## config.mk

```make
export PLATFORM = sky130hd
export DESIGN_NAME = b3r_regs
export DESIGN_NICKNAME = d
export VERILOG_FILES = /design/src/pkg/b3r_pkg.sv /design/src/pkg/b3r_fuse_if.sv /design/src/rtl/b3r_fuse_loader.sv /design/src/rtl/b3r_regs.sv
export SDC_FILE = /design/constraint.sdc
export NUM_CORES = 1
export LEC_CHECK = 0
export BUFFER_PORTS_ARGS = -buffer_cell sky130_fd_sc_hd__buf_2
export CORE_MARGIN = 4
export CORE_UTILIZATION = 56
export CTS_CLUSTER_DIAMETER = 30
export DETAILED_ROUTE_END_ITERATION = 10
export PLACE_DENSITY = 0.95
export SYNTH_ARGS = -nofsm -noshare
export SYNTH_HDL_FRONTEND = slang
export SYNTH_SLANG_ARGS = --single-unit
```

## constraint.sdc

```tcl
create_clock -name clk_sys -period 3.8 [get_ports clk_sys]
set_input_delay 0 -clock clk_sys [delete_from_list [all_inputs] [get_ports clk_sys]]
set_output_delay 0 -clock clk_sys [all_outputs]
set_load 0.01 [all_outputs]
```

## src/pkg/b3r_pkg.sv

```systemverilog
/*
  Shared constants for the third buck regulator and backup supply register bank:
  register offsets, field positions, writable and fuse-loaded masks, reset values,
  the operating-mode type and the masked merge used for every control and backup register update.
  Assumes an 8-bit register port on the device's internal host bus.
*/
package b3r_pkg;

  localparam int REG_W = 8;
  localparam int CODE_W_DEF = 4;
  localparam int SYNC_STAGES = 2;

  // register offsets
  localparam logic [7:0] ADDR_RUN_VOLT = 8'h3e;
  localparam logic [7:0] ADDR_STBY_VOLT = 8'h3f;
  localparam logic [7:0] ADDR_SLP_VOLT = 8'h40;
  localparam logic [7:0] ADDR_CTRL = 8'h41;
  localparam logic [7:0] ADDR_CTRL1 = 8'h42;
  localparam logic [7:0] ADDR_BACKUP = 8'h48;

  // buck3_control fields
  localparam int CTRL_RUN_EN = 0;
  localparam int CTRL_STBY_EN = 1;
  localparam int CTRL_SLP_EN = 2;
  localparam int CTRL_LPWR = 3;
  localparam int CTRL_FPWM = 6;
  localparam int CTRL_DIS_OFF = 7;

  // buck3_control_second fields
  localparam int CTRL1_ILIM_LSB = 0;
  localparam int CTRL1_ILIM_W = 2;
  localparam int CTRL1_TMODE = 4;

  // backup_supply_control fields
  localparam int BKP_VOLT_LSB = 0;
  localparam int BKP_VOLT_W = 3;
  localparam int BKP_EVAL = 3;
  localparam int BKP_FORCE_BOS = 4;
  localparam int BKP_BG_DIS = 5;

  // implemented bits; all others read zero and ignore writes
  localparam logic [7:0] CTRL_WMASK = 8'hcf;
  localparam logic [7:0] CTRL1_WMASK = 8'h13;
  localparam logic [7:0] BACKUP_WMASK = 8'h3f;

  // bits that take their value from the fuses at power-up
  localparam logic [7:0] CTRL_FUSE_MASK = 8'h83;
  localparam logic [7:0] CTRL1_FUSE_MASK = 8'h03;
  localparam logic [7:0] BACKUP_FUSE_MASK = 8'h07;

  // values after reset
  localparam logic [7:0] CTRL_RST = 8'h00;
  localparam logic [7:0] CTRL1_RST = 8'h00;
  localparam logic [7:0] BACKUP_RST = 8'h00;
  localparam logic [7:0] RDATA_RST = 8'h00;

  typedef enum logic [1:0] {
    B3R_MODE_RUN,
    B3R_MODE_STANDBY,
    B3R_MODE_SLEEP,
    B3R_MODE_OFF
  } b3r_mode_t;

  // replace the bits under mask, keep the rest
  function automatic logic [7:0] b3r_merge(input logic [7:0] old_v, input logic [7:0] new_v,
                                           input logic [7:0] mask);
    b3r_merge = (old_v & ~mask) | (new_v & mask);
  endfunction

endpackage

```

## src/pkg/b3r_fuse_if.sv

```systemverilog
/*
  Carrier for the captured fuse image between the fuse loader and the register bank.
  Assumes both ends run on clk_sys; load is a one-cycle pulse.
*/
`timescale 1ns/1ps
interface b3r_fuse_if #(parameter int CODE_W = 4);
  logic load;
  logic [7:0] ctrl;
  logic [7:0] ctrl1;
  logic [7:0] backup;
  logic [CODE_W-1:0] run_code;
  logic [CODE_W-1:0] stby_code;
  logic [CODE_W-1:0] slp_code;

  modport src (output load, ctrl, ctrl1, backup, run_code, stby_code, slp_code);
  modport dst (input load, ctrl, ctrl1, backup, run_code, stby_code, slp_code);
endinterface

```

## src/rtl/b3r_fuse_loader.sv

```systemverilog
/*
  Fuse loader: captures the fuse image on the rising edge of fuse_valid and
  issues a one-cycle load pulse to the register bank.
  Assumes the fuse controller runs on clk_sys and holds its words while valid is high.
*/
`timescale 1ns/1ps
module b3r_fuse_loader
  import b3r_pkg::*;
#(
  parameter int CODE_W = CODE_W_DEF
) (
  // clock and reset
  input wire logic clk_sys,
  input wire logic resetn,
  // fuse controller
  input wire logic fuse_valid,
  input wire logic [7:0] fuse_ctrl,
  input wire logic [7:0] fuse_ctrl1,
  input wire logic [7:0] fuse_backup,
  input wire logic [CODE_W-1:0] fuse_run_code,
  input wire logic [CODE_W-1:0] fuse_stby_code,
  input wire logic [CODE_W-1:0] fuse_slp_code,
  // captured image
  b3r_fuse_if.src fuse
);

  logic valid_d_r;
  logic take;

  assign take = fuse_valid & ~valid_d_r;

  always_ff @(posedge clk_sys or negedge resetn) begin
    if (!resetn) begin
      valid_d_r <= 1'b0;
      fuse.load <= 1'b0;
    end else begin
      valid_d_r <= fuse_valid;
      fuse.load <= take;
    end
  end

  always_ff @(posedge clk_sys or negedge resetn) begin
    if (!resetn) begin
      fuse.ctrl <= CTRL_RST;
      fuse.ctrl1 <= CTRL1_RST;
      fuse.backup <= BACKUP_RST;
      fuse.run_code <= '0;
      fuse.stby_code <= '0;
      fuse.slp_code <= '0;
    end else if (take) begin
      fuse.ctrl <= fuse_ctrl;
      fuse.ctrl1 <= fuse_ctrl1;
      fuse.backup <= fuse_backup;
      fuse.run_code <= fuse_run_code;
      fuse.stby_code <= fuse_stby_code;
      fuse.slp_code <= fuse_slp_code;
    end
  end

endmodule

```

## src/rtl/b3r_regs.sv

```systemverilog
/*
  Register bank for the third buck regulator and the coin-cell backed supply,
  with the per-mode selection of enable, voltage code and low-power state.
  Assumes a host-bus slave on clk_sys issuing one-cycle reg_wr / reg_rd strobes,
  a fuse controller on clk_sys, and asynchronous analogue comparator levels.
*/
// Overview of operation
// - run enable loads from fuses; software clears to turn off, sets to turn on
// - control bit 1 enables regulator in standby, resets 0, software may clear
// - control bit 2 read/write, resets 0, enables regulator in sleep
// - control bit 3 selects low-power state during standby or sleep
// - control bit 6 forces continuous PWM regardless of load
// - control bit 7 clear connects discharge resistor while disabled; set leaves it off
// - two-bit current limit in second control register, codes 00 to 11, resets 00
// - second control bit 4 picks on-time (0) or off-time (1) control
// - three four-bit voltage codes come from fuses; software writes never change them
// - voltage code applied follows current mode: run, standby or sleep
// - backup voltage field bits 2..0 writable, resets 000, drives nothing
// - backup bit 4 forces best-supply selector, else active only on low rail
// - backup bit 5 disables backup band-gap while on coin cell
// - backup bit 3 evaluation bit, read/write, resets 0
// - fuse-loaded control and backup fields take fuse value at power-up, then software read/write
`timescale 1ns/1ps
module b3r_regs
  import b3r_pkg::*;
#(
  parameter int CODE_W = CODE_W_DEF
) (
  // clock and reset
  input wire logic clk_sys,
  input wire logic resetn,
  // host register port
  input wire logic reg_wr,
  input wire logic reg_rd,
  input wire logic [7:0] reg_addr,
  input wire logic [7:0] reg_wdata,
  output logic [7:0] reg_rdata,
  // fuse controller
  input wire logic fuse_valid,
  input wire logic [7:0] fuse_ctrl,
  input wire logic [7:0] fuse_ctrl1,
  input wire logic [7:0] fuse_backup,
  input wire logic [CODE_W-1:0] fuse_run_code,
  input wire logic [CODE_W-1:0] fuse_stby_code,
  input wire logic [CODE_W-1:0] fuse_slp_code,
  // operating state
  input wire b3r_mode_t op_mode,
  input wire logic system_rail_low,
  input wire logic coin_cell_mode,
  // regulator controls
  output logic buck3_enable,
  output logic [CODE_W-1:0] buck3_voltage_code,
  output logic buck3_low_power,
  output logic buck3_forced_pwm,
  output logic buck3_discharge_connect,
  output logic [CTRL1_ILIM_W-1:0] buck3_current_limit,
  output logic buck3_timing_scheme_select,
  // backup supply controls
  output logic best_supply_active,
  output logic backup_bandgap_enable,
  output logic evaluation_pulse_bit
);

  b3r_fuse_if #(.CODE_W(CODE_W)) fuse ();

  b3r_fuse_loader #(.CODE_W(CODE_W)) u_loader (
    .clk_sys(clk_sys),
    .resetn(resetn),
    .fuse_valid(fuse_valid),
    .fuse_ctrl(fuse_ctrl),
    .fuse_ctrl1(fuse_ctrl1),
    .fuse_backup(fuse_backup),
    .fuse_run_code(fuse_run_code),
    .fuse_stby_code(fuse_stby_code),
    .fuse_slp_code(fuse_slp_code),
    .fuse(fuse)
  );

  // register state
  logic [7:0] ctrl_r, ctrl_nxt;
  logic [7:0] ctrl1_r, ctrl1_nxt;
  logic [7:0] backup_r, backup_nxt;
  logic [CODE_W-1:0] run_code_r, stby_code_r, slp_code_r;

  // comparator synchronisers
  logic [1:0] async_in;
  logic [1:0] sync1_r, sync2_r;
  logic rail_low_s, coin_cell_s;

  // decode
  logic wr_ctrl, wr_ctrl1, wr_backup;
  logic [7:0] read_word;
  logic [7:0] code_word;
  logic low_power_mode;

  // next outputs
  logic enable_nxt;
  logic [CODE_W-1:0] code_nxt;

  assign wr_ctrl = reg_wr && reg_addr == ADDR_CTRL;
  assign wr_ctrl1 = reg_wr && reg_addr == ADDR_CTRL1;
  assign wr_backup = reg_wr && reg_addr == ADDR_BACKUP;

  // fuse load wins over a host write in the same cycle
  assign ctrl_nxt = fuse.load ? b3r_merge(ctrl_r, fuse.ctrl, CTRL_FUSE_MASK) :
                    wr_ctrl ? b3r_merge(ctrl_r, reg_wdata, CTRL_WMASK) : ctrl_r;
  assign ctrl1_nxt = fuse.load ? b3r_merge(ctrl1_r, fuse.ctrl1, CTRL1_FUSE_MASK) :
                     wr_ctrl1 ? b3r_merge(ctrl1_r, reg_wdata, CTRL1_WMASK) : ctrl1_r;
  assign backup_nxt = fuse.load ? b3r_merge(backup_r, fuse.backup, BACKUP_FUSE_MASK) :
                      wr_backup ? b3r_merge(backup_r, reg_wdata, BACKUP_WMASK) : backup_r;

  always_ff @(posedge clk_sys or negedge resetn) begin
    if (!resetn) begin
      ctrl_r <= CTRL_RST;
      ctrl1_r <= CTRL1_RST;
      backup_r <= BACKUP_RST;
    end else begin
      ctrl_r <= ctrl_nxt;
      ctrl1_r <= ctrl1_nxt;
      backup_r <= backup_nxt;
    end
  end

  // voltage codes change only on a fuse load, never from the host
  always_ff @(posedge clk_sys or negedge resetn) begin
    if (!resetn) begin
      run_code_r <= '0;
      stby_code_r <= '0;
      slp_code_r <= '0;
    end else if (fuse.load) begin
      run_code_r <= fuse.run_code;
      stby_code_r <= fuse.stby_code;
      slp_code_r <= fuse.slp_code;
    end
  end

  assign async_in = {coin_cell_mode, system_rail_low};

  always_ff @(posedge clk_sys or negedge resetn) begin
    if (!resetn) begin
      sync1_r <= 2'h0;
      sync2_r <= 2'h0;
    end else begin
      sync1_r <= async_in;
      sync2_r <= sync1_r;
    end
  end

  assign rail_low_s = sync2_r[0];
  assign coin_cell_s = sync2_r[1];

  // read decode; unused bits are never stored, so they read zero
  assign code_word = 8'(reg_addr == ADDR_RUN_VOLT ? run_code_r :
                        reg_addr == ADDR_STBY_VOLT ? stby_code_r : slp_code_r);
  assign read_word = (reg_addr == ADDR_RUN_VOLT || reg_addr == ADDR_STBY_VOLT ||
                      reg_addr == ADDR_SLP_VOLT) ? code_word :
                     reg_addr == ADDR_CTRL ? (ctrl_r & CTRL_WMASK) :
                     reg_addr == ADDR_CTRL1 ? (ctrl1_r & CTRL1_WMASK) :
                     reg_addr == ADDR_BACKUP ? (backup_r & BACKUP_WMASK) : 8'h00;

  always_ff @(posedge clk_sys or negedge resetn) begin
    if (!resetn) begin
      reg_rdata <= RDATA_RST;
    end else if (reg_rd) begin
      reg_rdata <= read_word;
    end
  end

  // per-mode selection of enable and voltage code
  always_comb begin
    enable_nxt = 1'b0;
    code_nxt = run_code_r;
    unique case (op_mode)
      B3R_MODE_RUN: begin
        enable_nxt = ctrl_r[CTRL_RUN_EN];
        code_nxt = run_code_r;
      end
      B3R_MODE_STANDBY: begin
        enable_nxt = ctrl_r[CTRL_STBY_EN];
        code_nxt = stby_code_r;
      end
      B3R_MODE_SLEEP: begin
        enable_nxt = ctrl_r[CTRL_SLP_EN];
        code_nxt = slp_code_r;
      end
      B3R_MODE_OFF: begin
        enable_nxt = 1'b0;
        code_nxt = run_code_r;
      end
    endcase
  end

  assign low_power_mode = op_mode == B3R_MODE_STANDBY || op_mode == B3R_MODE_SLEEP;

  always_ff @(posedge clk_sys or negedge resetn) begin
    if (!resetn) begin
      buck3_enable <= 1'b0;
      buck3_voltage_code <= '0;
      buck3_low_power <= 1'b0;
      buck3_forced_pwm <= 1'b0;
      buck3_discharge_connect <= 1'b0;
      buck3_current_limit <= '0;
      buck3_timing_scheme_select <= 1'b0;
      best_supply_active <= 1'b0;
      backup_bandgap_enable <= 1'b1;
      evaluation_pulse_bit <= 1'b0;
    end else begin
      buck3_enable <= enable_nxt;
      buck3_voltage_code <= code_nxt;
      buck3_low_power <= ctrl_r[CTRL_LPWR] & low_power_mode;
      buck3_forced_pwm <= ctrl_r[CTRL_FPWM];
      buck3_discharge_connect <= ~ctrl_r[CTRL_DIS_OFF] & ~enable_nxt;
      buck3_current_limit <= ctrl1_r[CTRL1_ILIM_LSB +: CTRL1_ILIM_W];
      buck3_timing_scheme_select <= ctrl1_r[CTRL1_TMODE];
      best_supply_active <= backup_r[BKP_FORCE_BOS] | rail_low_s;
      backup_bandgap_enable <= ~(backup_r[BKP_BG_DIS] & coin_cell_s);
      evaluation_pulse_bit <= backup_r[BKP_EVAL];
    end
  end
endmodule

```

==> out/summary.txt <==
slowest stage delay, CP = 0.74 ns
post-synthesis simple-gate area fraction = 0.1121
buffers from clock root to sink, at most = 2
post-layout min period = 1.311 ns
internal power component = 1.355 mW
data required time at the worst endpoint = 4.26 ns
Residual DRC = 0
mux contribution to synthesized area = 0.1741
net count reported at finish = 410
cell area power density = 451.3 nW/µm²
CP Launch Type = input pin
fill cell total of the finished layout = 361
leakage = 1.914 nW
y dimension of the die = 82.98 µm
type of the most critical hold path = input pin to flop
maximum number of pins on one net before global-route repair = 47
CTS Sinks = 75
post-synthesis share of cell area spent on full adders, half adders and majority gates = 0.01590
share of synthesized flip-flops with an asynchronous set or reset = 1.000
number of DRC markers in iteration 0 = 174
setup violation total in the final timing report = 0
DP Wirelength = 4698 µm
CTS root buffer = sky130_fd_sc_hd__clkbuf_8
clock skew = 0.007899 ns
proportion of layout cells with a drive suffix above 1 = 0.3943
CTS clock-pin slew for the worst setup and hold paths = 0.08 ns
RSZ-0062 raised after global routing = false
residual antenna-violating net count after detailed routing = 0
main combinational cell family by area after synthesis = multiplexers
sequential fraction of the synthesis area = 0.5966
worst-case headroom to the max-slew limit = 0.3605
crit path capture type = async pin
Data arrival, critical path = 1.78 ns
part of the total power dissipated in sequential elements = 0.530
Bufs and invs on worst path = 3
prevailing post-synth register cell = sky130_fd_sc_hd__dfrtp_1
Die Span X = 82.98 µm
starting utilization of the core area = 0.5752
GR Util All Layers = 0.2175
1st-pass router iterations = 4
total gr overflow = 0
share of the clock period used by the worst path = 0.3451
mean area per synthesized cell = 12.95 µm²
most common library cell in the layout ignoring fill and taps = sky130_fd_sc_hd__dfrtp_1
TritonCTS buffer count = 9
yosys synthesis warning count = 0
initial antenna violation count = 0
antenna fix cells = 0
compound-gate portion of the synthesized area = 0.07989
Least-Margin Pin Slew = 0.9593 ns
Sequential Area = 1878 µm²
Synth Register Bits = 75
row count = 27
number of H-tree branching levels = 3
kind of critical path = input pin to async pin
clock tree from TritonCTS = yes
leading cell types in the layout, fill and taps excluded = 74 x sky130_fd_sc_hd__dfrtp_1, 66 x sky130_fd_sc_hd__buf_2, 42 x sky130_fd_sc_hd__mux2_2
count of max-cap constraint violations = 0
maximum fanout along the worst path = 46
synthesis-to-finish area growth = 28.93%
clock network power share = 0.324
core area = 5473 µm²
fraction of power consumed by combinational cells = 0.146
multi-input logic area = 1202 µm²
total die area = 6885 µm²
slowest stage cell, crit path = sky130_fd_sc_hd__buf_2
power spent charging and discharging nets = 476.8 µW
IO Pins = 83
cell family with the largest share of critical-path delay = buffers and inverters
Post-Synthesis Net Count = 308
number of max-slew violations in the final report = 0
run status = finished, final reports clean
Fmax achieved = 0.7625 GHz
worst-case hold slack = 0.02093 ns
Worst VDD drop = 0.0003172 V
Skew-Pair Late Insertion Delay = 0.35 ns
number of unique standard cell types used by synthesis = 33
first-pass GRT wire length = 11770 µm
net switching fraction of the power = 0.2603
routed length per instance = 16.13 µm
CP cell instances = dlygate4sd3_1 -> buf_2 -> buf_4
vias in the first global route = 2507
number of resized instances in the post-cts repair step = 0
final wirelength = 6807 µm
number of standard cells after synthesis = 243
number of buffers added on ports = 66
Cell Area, Synth = 3148 µm²
final weighted congestion of routability-driven global placement = 0.8300
number of flops mapped to enable cells by yosys = 0
final sum of negative setup slack = 0 ns
total number of vias = 2283
fraction of synthesized cell area in xor and xnor cells = 0
via/cell ratio = 5.410
number of hold-slack violations in the final timing report = 0
per-layer routing:
metal	GRT usage	wire [µm]
met5	0	0
met4	0.1070	155
met3	0.07937	559
met2	0.3469	3376
met1	0.2606	2715
flip-flops by register name (all words and copies together), names as in the netlist, 2 cells and up:
register,flops
u_loader.fuse.ctrl,3
u_loader.fuse.stby_code,4
slp_code_r,4
u_loader.fuse.backup,3
buck3_voltage_code,4
u_loader.fuse.slp_code,4
stby_code_r,4
sync1_r,2
sync2_r,2
ctrl1_r,3
u_loader.fuse.ctrl1,2
u_loader.fuse.run_code,4
buck3_current_limit,2
ctrl_r,6
backup_r,6
run_code_r,4
reg_rdata,8
power by group through the flow:
stage	combinational, mW	sequential [mW]	clock (mW)
floorplan	0.138	0.972	0
global placement	0.227	0.977	0
detailed placement	0.240	0.983	0
CTS	0.267	0.967	0.607
global route	0.296	0.983	0.642
finish	0.267	0.971	0.593
through the flow:
step                  util  cells  setup slack, ns  power (mW)  cell area [µm²]
finish              0.7417    422            2.489       1.832             4059
global route        0.7417    422            2.211       1.920             4059
CTS                 0.7417    422            2.432       1.841             4059
detailed placement  0.6479    374            2.230       1.223             3546
global placement    0.6479    374            2.299       1.204             3546
floorplan                -    243            2.400       1.110             3148
logic make-up (layout without fill, tap and decap cells):
family | Yosys count | after routing
AOI/OAI and AO/OA | 40 | 40
buffers and inverters | 16 | 123
and+or+nand+nor | 60 | 60
adders and majority gates | 4 | 4
muxes | 48 | 48
DFF | 75 | 75
synthesized netlist by cell type (2+ instances only):
library cell,number,area [µm²]
sky130_fd_sc_hd__and3_1,2,12.51
sky130_fd_sc_hd__and2_1,2,12.51
sky130_fd_sc_hd__o21ai_0,11,55.05
sky130_fd_sc_hd__a21oi_1,6,30.03
sky130_fd_sc_hd__nand4_1,2,12.51
sky130_fd_sc_hd__nor4b_2,2,30.03
sky130_fd_sc_hd__ha_1,4,50.05
sky130_fd_sc_hd__and3b_1,3,26.28
sky130_fd_sc_hd__nor2b_1,9,56.30
sky130_fd_sc_hd__clkbuf_1,8,30.03
sky130_fd_sc_hd__a221o_1,2,20.02
sky130_fd_sc_hd__mux2_2,42,473.0
sky130_fd_sc_hd__dfrtp_1,74,1852
sky130_fd_sc_hd__inv_1,6,22.52
sky130_fd_sc_hd__a31oi_1,9,56.30
sky130_fd_sc_hd__nor2_1,6,22.52
sky130_fd_sc_hd__a22oi_1,10,75.07
sky130_fd_sc_hd__mux2i_1,3,30.03
sky130_fd_sc_hd__nand2_1,20,75.07
sky130_fd_sc_hd__o211ai_1,2,15.01
sky130_fd_sc_hd__mux2_4,3,45.04
sky130_fd_sc_hd__nand3_1,6,30.03
final cells by class:
type,count,share of cell area
Tap cell,72,0.02219
Clock buffer,10,0.03144
Clock inverter,6,0.01603
Timing Repair Buffer,101,0.1658
Multi-Input combinational cell,152,0.2962
Inverter,6,0.005549
Sequential cell,75,0.4627
worst paths after layout:
path	from	end	slack [ns]	depth (start not counted)
max in group clk_sys	u_loader.valid_d_r$_DFF_PN0_	u_loader.fuse.slp_code[0]$_DFFE_PN0P_	2.54	3
max	resetn	backup_bandgap_enable$_DFF_PN1_	2.49	3
min in group asynchronous	resetn	u_loader.fuse.ctrl[7]$_DFFE_PN0P_	0.34	2
min reg2reg	sync1_r[0]$_DFF_PN0_	sync2_r[0]$_DFF_PN0_	0.35	0
min	reg_rd	reg_rdata[4]$_DFFE_PN0P_	0.02	2
max reg2reg	u_loader.valid_d_r$_DFF_PN0_	u_loader.fuse.slp_code[0]$_DFFE_PN0P_	2.54	3
repair_timing:
| action | in CTS | in global routing |
|---|---|---|
| hold endpoints to repair | 80 | 0 |
| setup endpoints to repair | 0 | 0 |
| hold buffers | 32 | 0 |
| buffers inserted | 0 | 0 |
Note: power is estimated with default switching activity, not from simulation.
